File: src/lm_pkg.sv
/*
 * Constants, register map and carrier types of the load power monitor.
 * Assumes a 100 MHz clock and shaft power given in whole percent.
 */
package lm_pkg;

    // Clock and time base; channel delays count in tenths of a second, the start delay in whole seconds.
    localparam int unsigned CLOCK_PERIOD_NS = 10;
    localparam int unsigned TICK_TIME_MS = 100;
    localparam int unsigned TICK_CYCLES_DEF =
        TICK_TIME_MS * 1000000 / CLOCK_PERIOD_NS;
    localparam int unsigned TICK_CNT_W = 24;
    localparam logic [13:0] TICKS_PER_SEC = 14'h000A;

    // Channel numbering: two upper channels first, then two lower.
    localparam int unsigned NUM_CH = 4;
    localparam int unsigned CH_UPPER_ALARM = 0;
    localparam int unsigned CH_UPPER_PREALARM = 1;
    localparam int unsigned CH_LOWER_PREALARM = 2;
    localparam int unsigned CH_LOWER_ALARM = 3;

    // Action selector encoding.
    localparam logic [2:0] ACT_NONE = 3'h0;
    localparam logic [2:0] ACT_HARD_TRIP = 3'h1;
    localparam logic [2:0] ACT_SOFT_TRIP = 3'h3;
    localparam logic [2:0] ACT_WARNING = 3'h4;
    localparam int unsigned ACT_FIELD_W = 4;

    // Value limits and reset values; levels and margins in percent of nominal power.
    localparam logic [7:0] LEVEL_MAX = 8'hC8;
    localparam logic [7:0] LEVEL_RST [NUM_CH] =
        '{8'h74, 8'h6C, 8'h5C, 8'h54};
    localparam logic [7:0] MARGIN_MAX = 8'h64;
    localparam logic [7:0] MARGIN_RST [NUM_CH] =
        '{8'h10, 8'h08, 8'h08, 8'h10};
    localparam logic [9:0] DELAY_MIN = 10'h001;
    localparam logic [9:0] DELAY_MAX = 10'h384;
    localparam logic [9:0] DELAY_RST = 10'h005;
    localparam logic [9:0] START_MIN = 10'h001;
    localparam logic [9:0] START_MAX = 10'h3E7;
    localparam logic [9:0] START_RST = 10'h00A;

    // Register byte addresses.
    localparam logic [7:0] REG_CTRL = 8'h00;
    localparam logic [7:0] REG_LEVEL_BASE = 8'h10;
    localparam logic [7:0] REG_DELAY_BASE = 8'h20;
    localparam logic [7:0] REG_ACTION = 8'h30;
    localparam logic [7:0] REG_MARGIN = 8'h34;
    localparam logic [7:0] REG_START = 8'h38;
    localparam logic [7:0] REG_NORMAL = 8'h3C;
    localparam logic [7:0] REG_STATUS = 8'h40;
    localparam logic [7:0] REG_MASK = 8'h44;
    localparam logic [7:0] REG_LIVE = 8'h48;

    // Field positions.
    localparam int unsigned CTRL_AUTOSET_BIT = 0;
    localparam int unsigned NORMAL_VALID_BIT = 8;
    localparam int unsigned ST_AUTOSET_OK = 4;
    localparam int unsigned ST_AUTOSET_FAIL = 5;
    localparam int unsigned ST_W = 6;
    localparam int unsigned LIVE_SUPERVISE_BIT = 4;

    // Settings of one supervision channel.
    typedef struct packed {
        logic [2:0] action;
        logic [9:0] delay;
        logic [7:0] level;
    } chan_cfg_t;

endpackage

File: src/lm_channel.sv
/*
 * One supervision channel: times a continuous threshold violation.
 * Assumes tick is a one-cycle pulse every tenth of a second and that
 * delay is never zero.
 */
module lm_channel (
    // Clock and reset
    input wire logic clock,
    input wire logic srst,
    // Timing inputs
    input wire logic enable,
    input wire logic violate,
    input wire logic tick,
    input wire logic [9:0] delay,
    // Results
    output logic expired_q,
    output logic fire_q
);

    logic [9:0] cnt_q;
    logic due;

    // The first tick may come early, so one extra tick guarantees that
    // the violation has lasted longer than the set delay.
    assign due = tick && !expired_q && (cnt_q >= delay);

    // Countdown; any break in the violation starts it over.
    always_ff @(posedge clock) begin
        if (srst || !enable || !violate) begin
            cnt_q <= '0;
            expired_q <= 1'b0;
        end else if (due) begin
            expired_q <= 1'b1;
        end else if (tick && !expired_q) begin
            cnt_q <= cnt_q + 10'h001;
        end
    end

    // One pulse at the moment of expiry.
    always_ff @(posedge clock) begin
        if (srst) begin
            fire_q <= 1'b0;
        end else begin
            fire_q <= enable && violate && due;
        end
    end

    a_expiry_cause: assert property (@(posedge clock) disable iff (srst)
        $rose(expired_q) |-> $past(tick) && $past(cnt_q) >= $past(delay))
        else $error("channel expired before its delay");

    a_abandon_count: assert property (@(posedge clock) disable iff (srst)
        !violate |=> cnt_q == 10'h000 && !expired_q)
        else $error("countdown kept after violation ended");

    a_fire_single: assert property (@(posedge clock) disable iff (srst)
        fire_q |-> expired_q ##1 !fire_q)
        else $error("expiry pulse malformed");

endmodule // lm_channel

File: src/load_power_alarm_monitor.sv
/*
 * Load power monitor top: settings, autoset, start hold-off, four
 * supervision channels, action outputs and interrupt.
 * Assumes run_cmd and shaft_power come from logic on the same clock and
 * that the register master follows the one-cycle strobe protocol.
 */
// Local design decisions: the placing of the registers and the plain strobed port.
// Function
// - Four independent channels, own action and delay.
// - Levels held as percent of nominal power.
// - Action codes 0,1,3,4; reset to none.
// - Upper alarm level 0-200, default 116.
// - Power above upper alarm starts its countdown.
// - Fire only after violation outlasts delay.
// - Upper prealarm level default 108, above triggers.
// - Lower prealarm default 92, below triggers.
// - Lower alarm default 84, below triggers.
// - Levels set manually or by autoset.
// - Supervision suppressed during motor start.
// - Start hold-off 1-999 s, default 10 s.
// - Autoset stores load, levels from margins.
module load_power_alarm_monitor
    import lm_pkg::*;
#(
    parameter int unsigned TICK_CYCLES = TICK_CYCLES_DEF
) (
    // Clock and reset
    input wire logic clock,
    input wire logic srst,
    // Register port
    input wire logic [7:0] addr,
    input wire logic [31:0] wdata,
    input wire logic wr,
    input wire logic rd,
    output logic [31:0] rdata_q,
    // Motor state and measurement
    input wire logic run_cmd,
    input wire logic [7:0] shaft_power,
    // Actions and interrupt
    output logic hard_trip_q,
    output logic soft_trip_q,
    output logic warning_q,
    output logic irq_q
);

    chan_cfg_t cfg_q [NUM_CH];
    logic [7:0] margin_q [NUM_CH];
    logic [9:0] start_delay_q;
    logic [7:0] normal_q;
    logic normal_valid_q;
    logic [TICK_CNT_W-1:0] tick_cnt_q;
    logic tick_q;
    logic run_prev_q;
    logic [13:0] hold_q;
    logic supervise_q;
    logic [NUM_CH-1:0] violate;
    logic [NUM_CH-1:0] expired;
    logic [NUM_CH-1:0] fire;
    logic [ST_W-1:0] status_q;
    logic [ST_W-1:0] status_d;
    logic [ST_W-1:0] mask_q;
    logic [ST_W-1:0] mask_d;
    logic [ST_W-1:0] events;
    logic autoset_req;
    logic autoset_ok;
    logic autoset_fail;

    // Clamp a written value into a level.
    function automatic logic [7:0] clamp_level(input logic [31:0] v);
        clamp_level = (v > 32'(LEVEL_MAX)) ? LEVEL_MAX : v[7:0];
    endfunction

    // Clamp a written value into a range of ten-bit settings.
    function automatic logic [9:0] clamp10(input logic [31:0] v,
                                          input logic [9:0] lo,
                                          input logic [9:0] hi);
        if (v < 32'(lo)) begin
            clamp10 = lo;
        end else if (v > 32'(hi)) begin
            clamp10 = hi;
        end else begin
            clamp10 = v[9:0];
        end
    endfunction

    // Autoset level: load plus margin for upper channels, capped at LEVEL_MAX,
    // and load minus margin for lower ones, floored at zero.
    function automatic logic [7:0] autoset_level(input int unsigned ch,
                                                 input logic [7:0] load,
                                                 input logic [7:0] mar);
        logic [8:0] sum;
        sum = {1'b0, load} + {1'b0, mar};
        if (ch < CH_LOWER_PREALARM) begin
            autoset_level = (sum > {1'b0, LEVEL_MAX}) ? LEVEL_MAX : sum[7:0];
        end else begin
            autoset_level = (mar > load) ? 8'h00 : load - mar;
        end
    endfunction

    // An action code is kept only if it is one of the four defined.
    function automatic logic act_legal(input logic [2:0] a);
        act_legal = (a == ACT_NONE) || (a == ACT_HARD_TRIP) ||
                    (a == ACT_SOFT_TRIP) || (a == ACT_WARNING);
    endfunction

    // Tenth-second time base shared by all countdowns.
    always_ff @(posedge clock) begin
        if (srst || tick_cnt_q == TICK_CNT_W'(TICK_CYCLES - 1)) begin
            tick_cnt_q <= '0;
        end else begin
            tick_cnt_q <= tick_cnt_q + 1'b1;
        end
    end

    always_ff @(posedge clock) begin
        if (srst) begin
            tick_q <= 1'b0;
        end else begin
            tick_q <= (tick_cnt_q == TICK_CNT_W'(TICK_CYCLES - 1));
        end
    end

    // Start hold-off: after each run command nothing is supervised until
    // the start delay has run out.
    always_ff @(posedge clock) begin
        if (srst) begin
            run_prev_q <= 1'b0;
            hold_q <= '0;
            supervise_q <= 1'b0;
        end else begin
            run_prev_q <= run_cmd;
            if (!run_cmd) begin
                hold_q <= '0;
                supervise_q <= 1'b0;
            end else if (!run_prev_q) begin
                hold_q <= 14'(start_delay_q * TICKS_PER_SEC);
                supervise_q <= 1'b0;
            end else if (hold_q != '0) begin
                if (tick_q) begin
                    hold_q <= hold_q - 14'h0001;
                end
            end else begin
                supervise_q <= 1'b1;
            end
        end
    end

    // Autoset only succeeds with the motor running past its hold-off.
    assign autoset_req = wr && addr == REG_CTRL && wdata[CTRL_AUTOSET_BIT];
    assign autoset_ok = autoset_req && supervise_q;
    assign autoset_fail = autoset_req && !supervise_q;

    // Channel settings, written manually or by autoset.
    always_ff @(posedge clock) begin
        if (srst) begin
            for (int i = 0; i < NUM_CH; i++) begin
                cfg_q[i] <= '{ACT_NONE, DELAY_RST, LEVEL_RST[i]};
                margin_q[i] <= MARGIN_RST[i];
            end
            start_delay_q <= START_RST;
            normal_q <= '0;
            normal_valid_q <= 1'b0;
        end else if (autoset_ok) begin
            for (int i = 0; i < NUM_CH; i++) begin
                cfg_q[i].level <= autoset_level(i, shaft_power,
                                                margin_q[i]);
            end
            normal_q <= shaft_power;
            normal_valid_q <= 1'b1;
        end else if (wr) begin
            for (int i = 0; i < NUM_CH; i++) begin
                if (addr == REG_LEVEL_BASE + 8'(4 * i)) begin
                    cfg_q[i].level <= clamp_level(wdata);
                    normal_valid_q <= 1'b0;
                end
                if (addr == REG_DELAY_BASE + 8'(4 * i)) begin
                    cfg_q[i].delay <= clamp10(wdata, DELAY_MIN,
                                              DELAY_MAX);
                end
                if (addr == REG_ACTION &&
                    act_legal(wdata[ACT_FIELD_W*i +: 3])) begin
                    cfg_q[i].action <= wdata[ACT_FIELD_W*i +: 3];
                end
                if (addr == REG_MARGIN) begin
                    margin_q[i] <= (wdata[8*i +: 8] > MARGIN_MAX) ?
                                   MARGIN_MAX : wdata[8*i +: 8];
                end
            end
            if (addr == REG_START) begin
                start_delay_q <= clamp10(wdata, START_MIN, START_MAX);
            end
        end
    end

    // Threshold comparison in whole percent.
    generate
        for (genvar g = 0; g < NUM_CH; g++) begin : g_ch
            if (g < CH_LOWER_PREALARM) begin : g_upper
                assign violate[g] = shaft_power > cfg_q[g].level;
            end else begin : g_lower
                assign violate[g] = shaft_power < cfg_q[g].level;
            end
            lm_channel u_channel (
                .clock(clock),
                .srst(srst),
                .enable(supervise_q),
                .violate(violate[g]),
                .tick(tick_q),
                .delay(cfg_q[g].delay),
                .expired_q(expired[g]),
                .fire_q(fire[g])
            );
        end
    endgenerate

    // Each expired channel drives the output that its action selects.
    always_ff @(posedge clock) begin
        if (srst) begin
            hard_trip_q <= 1'b0;
            soft_trip_q <= 1'b0;
            warning_q <= 1'b0;
        end else begin
            hard_trip_q <= 1'b0;
            soft_trip_q <= 1'b0;
            warning_q <= 1'b0;
            for (int i = 0; i < NUM_CH; i++) begin
                if (expired[i] && cfg_q[i].action == ACT_HARD_TRIP) begin
                    hard_trip_q <= 1'b1;
                end
                if (expired[i] && cfg_q[i].action == ACT_SOFT_TRIP) begin
                    soft_trip_q <= 1'b1;
                end
                if (expired[i] && cfg_q[i].action == ACT_WARNING) begin
                    warning_q <= 1'b1;
                end
            end
        end
    end

    // Sticky status; a new event beats a write-one clear in the same cycle.
    assign events = {autoset_fail, autoset_ok, fire};

    always_comb begin
        status_d = status_q;
        mask_d = mask_q;
        if (wr && addr == REG_STATUS) begin
            status_d = status_q & ~wdata[ST_W-1:0];
        end
        if (wr && addr == REG_MASK) begin
            mask_d = wdata[ST_W-1:0];
        end
        status_d = status_d | events;
    end

    always_ff @(posedge clock) begin
        if (srst) begin
            status_q <= '0;
            mask_q <= '0;
            irq_q <= 1'b0;
        end else begin
            status_q <= status_d;
            mask_q <= mask_d;
            irq_q <= |(status_d & mask_d);
        end
    end

    // Read data stand only in the cycle after the read strobe.
    always_ff @(posedge clock) begin
        if (srst || !rd) begin
            rdata_q <= '0;
        end else begin
            rdata_q <= '0;
            for (int i = 0; i < NUM_CH; i++) begin
                if (addr == REG_LEVEL_BASE + 8'(4 * i)) begin
                    rdata_q <= 32'(cfg_q[i].level);
                end
                if (addr == REG_DELAY_BASE + 8'(4 * i)) begin
                    rdata_q <= 32'(cfg_q[i].delay);
                end
            end
            case (addr)
                REG_ACTION: rdata_q <= {16'h0000,
                    1'b0, cfg_q[3].action, 1'b0, cfg_q[2].action,
                    1'b0, cfg_q[1].action, 1'b0, cfg_q[0].action};
                REG_MARGIN: rdata_q <= {margin_q[3], margin_q[2],
                                        margin_q[1], margin_q[0]};
                REG_START: rdata_q <= 32'(start_delay_q);
                REG_NORMAL: rdata_q <= 32'({normal_valid_q, normal_q});
                REG_STATUS: rdata_q <= 32'(status_q);
                REG_MASK: rdata_q <= 32'(mask_q);
                REG_LIVE: rdata_q <= 32'({supervise_q, expired});
                default: ;
            endcase
        end
    end

    a_action_reset: assert property (@(posedge clock) disable iff (srst)
        $past(srst) |-> cfg_q[0].action == ACT_NONE &&
            cfg_q[3].action == ACT_NONE)
        else $error("action not cleared by reset");

    a_level_range: assert property (@(posedge clock) disable iff (srst)
        cfg_q[CH_UPPER_ALARM].level <= LEVEL_MAX &&
            cfg_q[CH_LOWER_ALARM].level <= LEVEL_MAX)
        else $error("level above range");

    a_hold_start: assert property (@(posedge clock) disable iff (srst)
        run_cmd && !run_prev_q |=> !supervise_q ##1 !supervise_q)
        else $error("supervision active right after run");

    a_hold_silent: assert property (@(posedge clock) disable iff (srst)
        !supervise_q |=> !(|expired))
        else $error("channel expired during hold-off");

    a_autoset_calc: assert property (@(posedge clock) disable iff (srst)
        autoset_ok |=> normal_valid_q && normal_q == $past(shaft_power) &&
            cfg_q[CH_LOWER_PREALARM].level ==
            autoset_level(CH_LOWER_PREALARM, $past(shaft_power),
                          margin_q[CH_LOWER_PREALARM]))
        else $error("autoset result wrong");

    a_manual_override: assert property (@(posedge clock) disable iff (srst)
        wr && !autoset_req && addr == REG_LEVEL_BASE |=> !normal_valid_q &&
            cfg_q[CH_UPPER_ALARM].level == clamp_level($past(wdata)))
        else $error("manual level not applied");

    a_upper_compare: assert property (@(posedge clock) disable iff (srst)
        supervise_q && shaft_power <= cfg_q[CH_UPPER_PREALARM].level |=>
            !expired[CH_UPPER_PREALARM])
        else $error("upper prealarm expired without overload");

    a_trip_cause: assert property (@(posedge clock) disable iff (srst)
        $rose(hard_trip_q) |-> $past(|expired))
        else $error("hard trip without expired channel");

    a_set_wins: assert property (@(posedge clock) disable iff (srst)
        fire[0] && wr && addr == REG_STATUS |=> status_q[0])
        else $error("event lost to clear");

    a_read_slot: assert property (@(posedge clock) disable iff (srst)
        !rd |=> rdata_q == 32'h0000_0000)
        else $error("read data outside read slot");

endmodule // load_power_alarm_monitor

File: config.mk
export PLATFORM = sky130hd
export DESIGN_NAME = load_power_alarm_monitor
export DESIGN_NICKNAME = d
export VERILOG_FILES = /design/src/lm_pkg.sv /design/src/lm_channel.sv /design/src/load_power_alarm_monitor.sv
export SDC_FILE = /design/constraint.sdc
export NUM_CORES = 1
export LEC_CHECK = 0
export BUFFER_PORTS_ARGS = -buffer_cell sky130_fd_sc_hd__buf_4
export CORE_MARGIN = 1.5
export CORE_UTILIZATION = 56
export CTS_CLUSTER_SIZE = 14
export DETAILED_ROUTE_END_ITERATION = 8
export PLACE_DENSITY = 0.77
export SYNTH_ARGS = -nofsm -noshare
export SYNTH_HDL_FRONTEND = slang
export SYNTH_SLANG_ARGS = --single-unit
File: constraint.sdc
create_clock -name clock -period 2.5 [get_ports clock]
set_input_delay 0.125 -clock clock [delete_from_list [all_inputs] [get_ports clock]]
set_output_delay 0.125 -clock clock [all_outputs]
set_load 0.01 [all_outputs]
==> results.sh <==
export IMPL_status="complete, but fails checks"
export IMPL_violations="negative setup slack"
export IMPL_drtPass1Iterations=7
export IMPL_worstSetupPathType="reg -> reg"
export IMPL_drtIter0Drc=1411
export IMPL_slew_viol_final=0
export IMPL_rsz0062_at_grt="yes"
export IMPL_layout_drive_gt1_share=0.1659
export IMPL_ys_ff_latch=272
export IMPL_hold_depth=3
export IMPL_whs_endpoint="margin_q[2][0]"
export IMPL_wl_mm=49.62
export IMPL_fp_dieW_um=171.5
export IMPL_cts_inserted_buffers=29
export IMPL_ant_nets=0
export IMPL_dr_total_vias=14310
export IMPL_dp_hpwl_mm=37.05
export IMPL_slew_headroom=0.4741
export IMPL_max_freq_mhz=376.8
export IMPL_worstSkewPairLatency_ns=0.58
export IMPL_stdcell_area_sq_um=19190
export IMPL_antenna_found_initial=0
export IMPL_ys_warn_count=0
export IMPL_cp_start_kind="flop"
export IMPL_grt_pass1_wl_mm=74.92
export IMPL_cp_data_arrival_time_ns=2.98
export IMPL_required_ns=2.83
export IMPL_die_h_um=171.5
export IMPL_synthArstFlopShare=0
export IMPL_cts_reportedPaths_clkPinSlew_ns=0.07
export IMPL_synth_edf_count=116
export IMPL_syn_area_sq_um=15900
export IMPL_seqCellArea_sq_um=6609
export IMPL_detail_route_wl_per_cell_um=21.07
export IMPL_cts_sinks=272
export IMPL_gp_congestion=1.007
export IMPL_p_leak_nw=7.872
export IMPL_synth_top_area_share=0.2191
export IMPL_grt_pass1_vias=13720
export IMPL_synth_ff_type="dfxtp_1"
export IMPL_overflow=0
export IMPL_rows=61
export IMPL_synth_commonest_cells="nor2_1, dfxtp_1, ha_1, nand2_1, inv_1"
export IMPL_diodes=0
export IMPL_cts_tree="built"
export IMPL_reg2regPathDepth=9
export IMPL_synth_area_top_cells="edfxtp_1, dfxtp_1, ha_1"
export IMPL_crit_fanout=3
export IMPL_cts_root_buf="clkbuf_16"
export IMPL_h_tree_depth=1
export IMPL_worst_r2r_setup_slack_ns=-0.15
export IMPL_synth_most_common_cell="nor2_1"
export IMPL_hold_viol=0
export IMPL_hold_path_class="in -> reg"
export IMPL_worstMarginPinSlew_ns=0.7828
export IMPL_worstReg2RegStart="margin_q[1][0]"
export IMPL_avgViaCountPerCell=6.075
export IMPL_fin_total_pwr_mw=10.25
export IMPL_syn_inst=1741
export IMPL_setup_viol=6
export IMPL_nets=2136
export IMPL_die_area_sq_um=29420
export IMPL_end_kind="flop"
export IMPL_io_buffers=88
export IMPL_syn_avg_cell_area_sq_um=9.134
export IMPL_max_cap_violations=0
export IMPL_fin_ws_ns=-0.1538
export IMPL_drc=0
export IMPL_postLayoutCoreUtil=0.6889
export IMPL_rr_endpoint="cfg_q[1][1]"
export IMPL_initial_utilization=0.5708
export IMPL_post_route_period_util=1.062
export IMPL_ys_types=94
export IMPL_cts_buffer_depth=3
export IMPL_fill_cells=2156
export IMPL_area_growth_pct=20.69
export IMPL_layout_min_cycle_time_ns=2.654
export IMPL_dpl_worst_slack_ns=-0.1450
export IMPL_core_sq_um=27860
export IMPL_grt_max_degree=33
export IMPL_powerDensity_nw_per_um2=534.3
export IMPL_track_usage=0.3341
export IMPL_timing_hold_ws_ns=0.03198
export IMPL_pin_count=89
export IMPL_seq_area_frac_synth=0.4155
export IMPL_hp_start="wdata[23]"
export IMPL_synth_top_area_cell="edfxtp_1"
export IMPL_vdd_drop_max_mv=0.5540
export IMPL_dpl_instance_area_sq_um=17570
export IMPL_finClkSkew_ns=0.01968
export IMPL_multiInputGateArea_sq_um=8760
logic make-up (layout without fill, tap and decap cells):
group                      Yosys count  count (layout)  share of synthesized area
and+or+nand+nor                    659             659                     0.2073
AOI/OAI and AO/OA                  386             386                     0.1616
DFF                                272             272                     0.4155
buffers and inverters              186             419                    0.04760
adders and majority gates          129             129                     0.1039
xor gates and xnor gates            85              85                    0.04682
muxes                               23              23                    0.01707
other                                1               4                  0.0002358
per-stage QoR:
stage	cells	TNS, ns
global placement	2247	-0.2052
floorplan	1744	-0.1243
global route	2355	-1.182
CTS	2351	-0.4201
detailed placement	2247	-0.5583
finish	2355	-0.4914
critical path, stage by stage, from the launching register on:
cell and delay (ns):
edfxtp_1 0.40, ha_2 0.20, fa_2 0.35, a211oi_2 0.18
o21ai_1 0.09, and3_1 0.19, or4b_4 0.54, a21o_1 0.20
a32oi_1 0.19, nor2_1 0.06
where the power goes:
group | leakage [nW] | internal (mW) | switching [mW] | total, mW
combinational | 5.05 | 0.535 | 0.733 | 1.27
sequential | 2.37 | 4.73 | 0.0856 | 4.81
clock | 0.454 | 2.31 | 1.86 | 4.17
total | 7.87 | 7.57 | 2.68 | 10.3
state kept, by name (all words and copies together) (netlist names):
name / cells
normal_q: 8
tick_cnt_q: 24
hold_q: 14
margin_q: 32
rdata_q: 32
cfg_q: 84
g_ch.u_channel.fire_q: 4
warning_q: 1
g_ch.u_channel.expired_q: 4
run_prev_q: 1
status_q: 6
g_ch.u_channel.cnt_q: 40
supervise_q: 1
mask_q: 6
tick_q: 1
start_delay_q: 10
hard_trip_q: 1
normal_valid_q: 1
irq_q: 1
soft_trip_q: 1
cell type report:
class,instances,share of cell area
Multi-Input combinational cell,1286,0.4564
Sequential cell,272,0.3444
Timing Repair Buffer,246,0.1035
Clock inverter,15,0.005281
Tap cell,378,0.02464
Inverter,119,0.02327
Clock buffer,39,0.04251
worst max path at each step:
stage	startpoint	to	slack (ns)	cells past startpoint
floorplan	margin_q[1][0]	cfg_q[1][1]	-0.08	9
global placement	margin_q[1][0]	cfg_q[1][1]	-0.12	9
detailed placement	margin_q[1][0]	cfg_q[1][1]	-0.14	9
CTS	margin_q[1][0]	cfg_q[1][1]	-0.14	9
global route	margin_q[1][4]	cfg_q[1][1]	-0.23	11
finish	margin_q[1][0]	cfg_q[1][1]	-0.15	9
layer usage:
| metal | vias up | track usage | part of all wire |
|---|---|---|---|
| met1 | 6746 | 0.4313 | 0.41 |
| met3 | 152 | 0.06604 | 0.092 |
| met4 | 0 | 0.1404 | 0.046 |
| li1 | 6714 | - | - |
| met5 | - | 0 | 0 |
| met2 | 694 | 0.5467 | 0.46 |
cells in the final DEF (no fill, tap or decap), drive strengths merged, types with 32 or more instances in the layout:
cell type / Yosys / routed
nor2: 219 / 219
inv: 118 / 119
clkbuf: 42 / 39
a21oi: 104 / 104
o21ai: 68 / 68
dfxtp: 156 / 156
xnor2: 54 / 54
ha: 124 / 124
nand2: 120 / 120
and2: 36 / 36
dlygate4sd3: 0 / 46
edfxtp: 116 / 116
nand3: 56 / 56
nor3: 67 / 67
buf: 25 / 200
and3: 32 / 32
what timing repair did:
item	CTS	global route
hold buffers	46	0
setup endpoints to repair	23	57
pin swaps	6	19
resized for setup	7	47
buffers inserted	4	4
endpoints found under the hold margin	55	0
(Power assumes the default switching activity.)
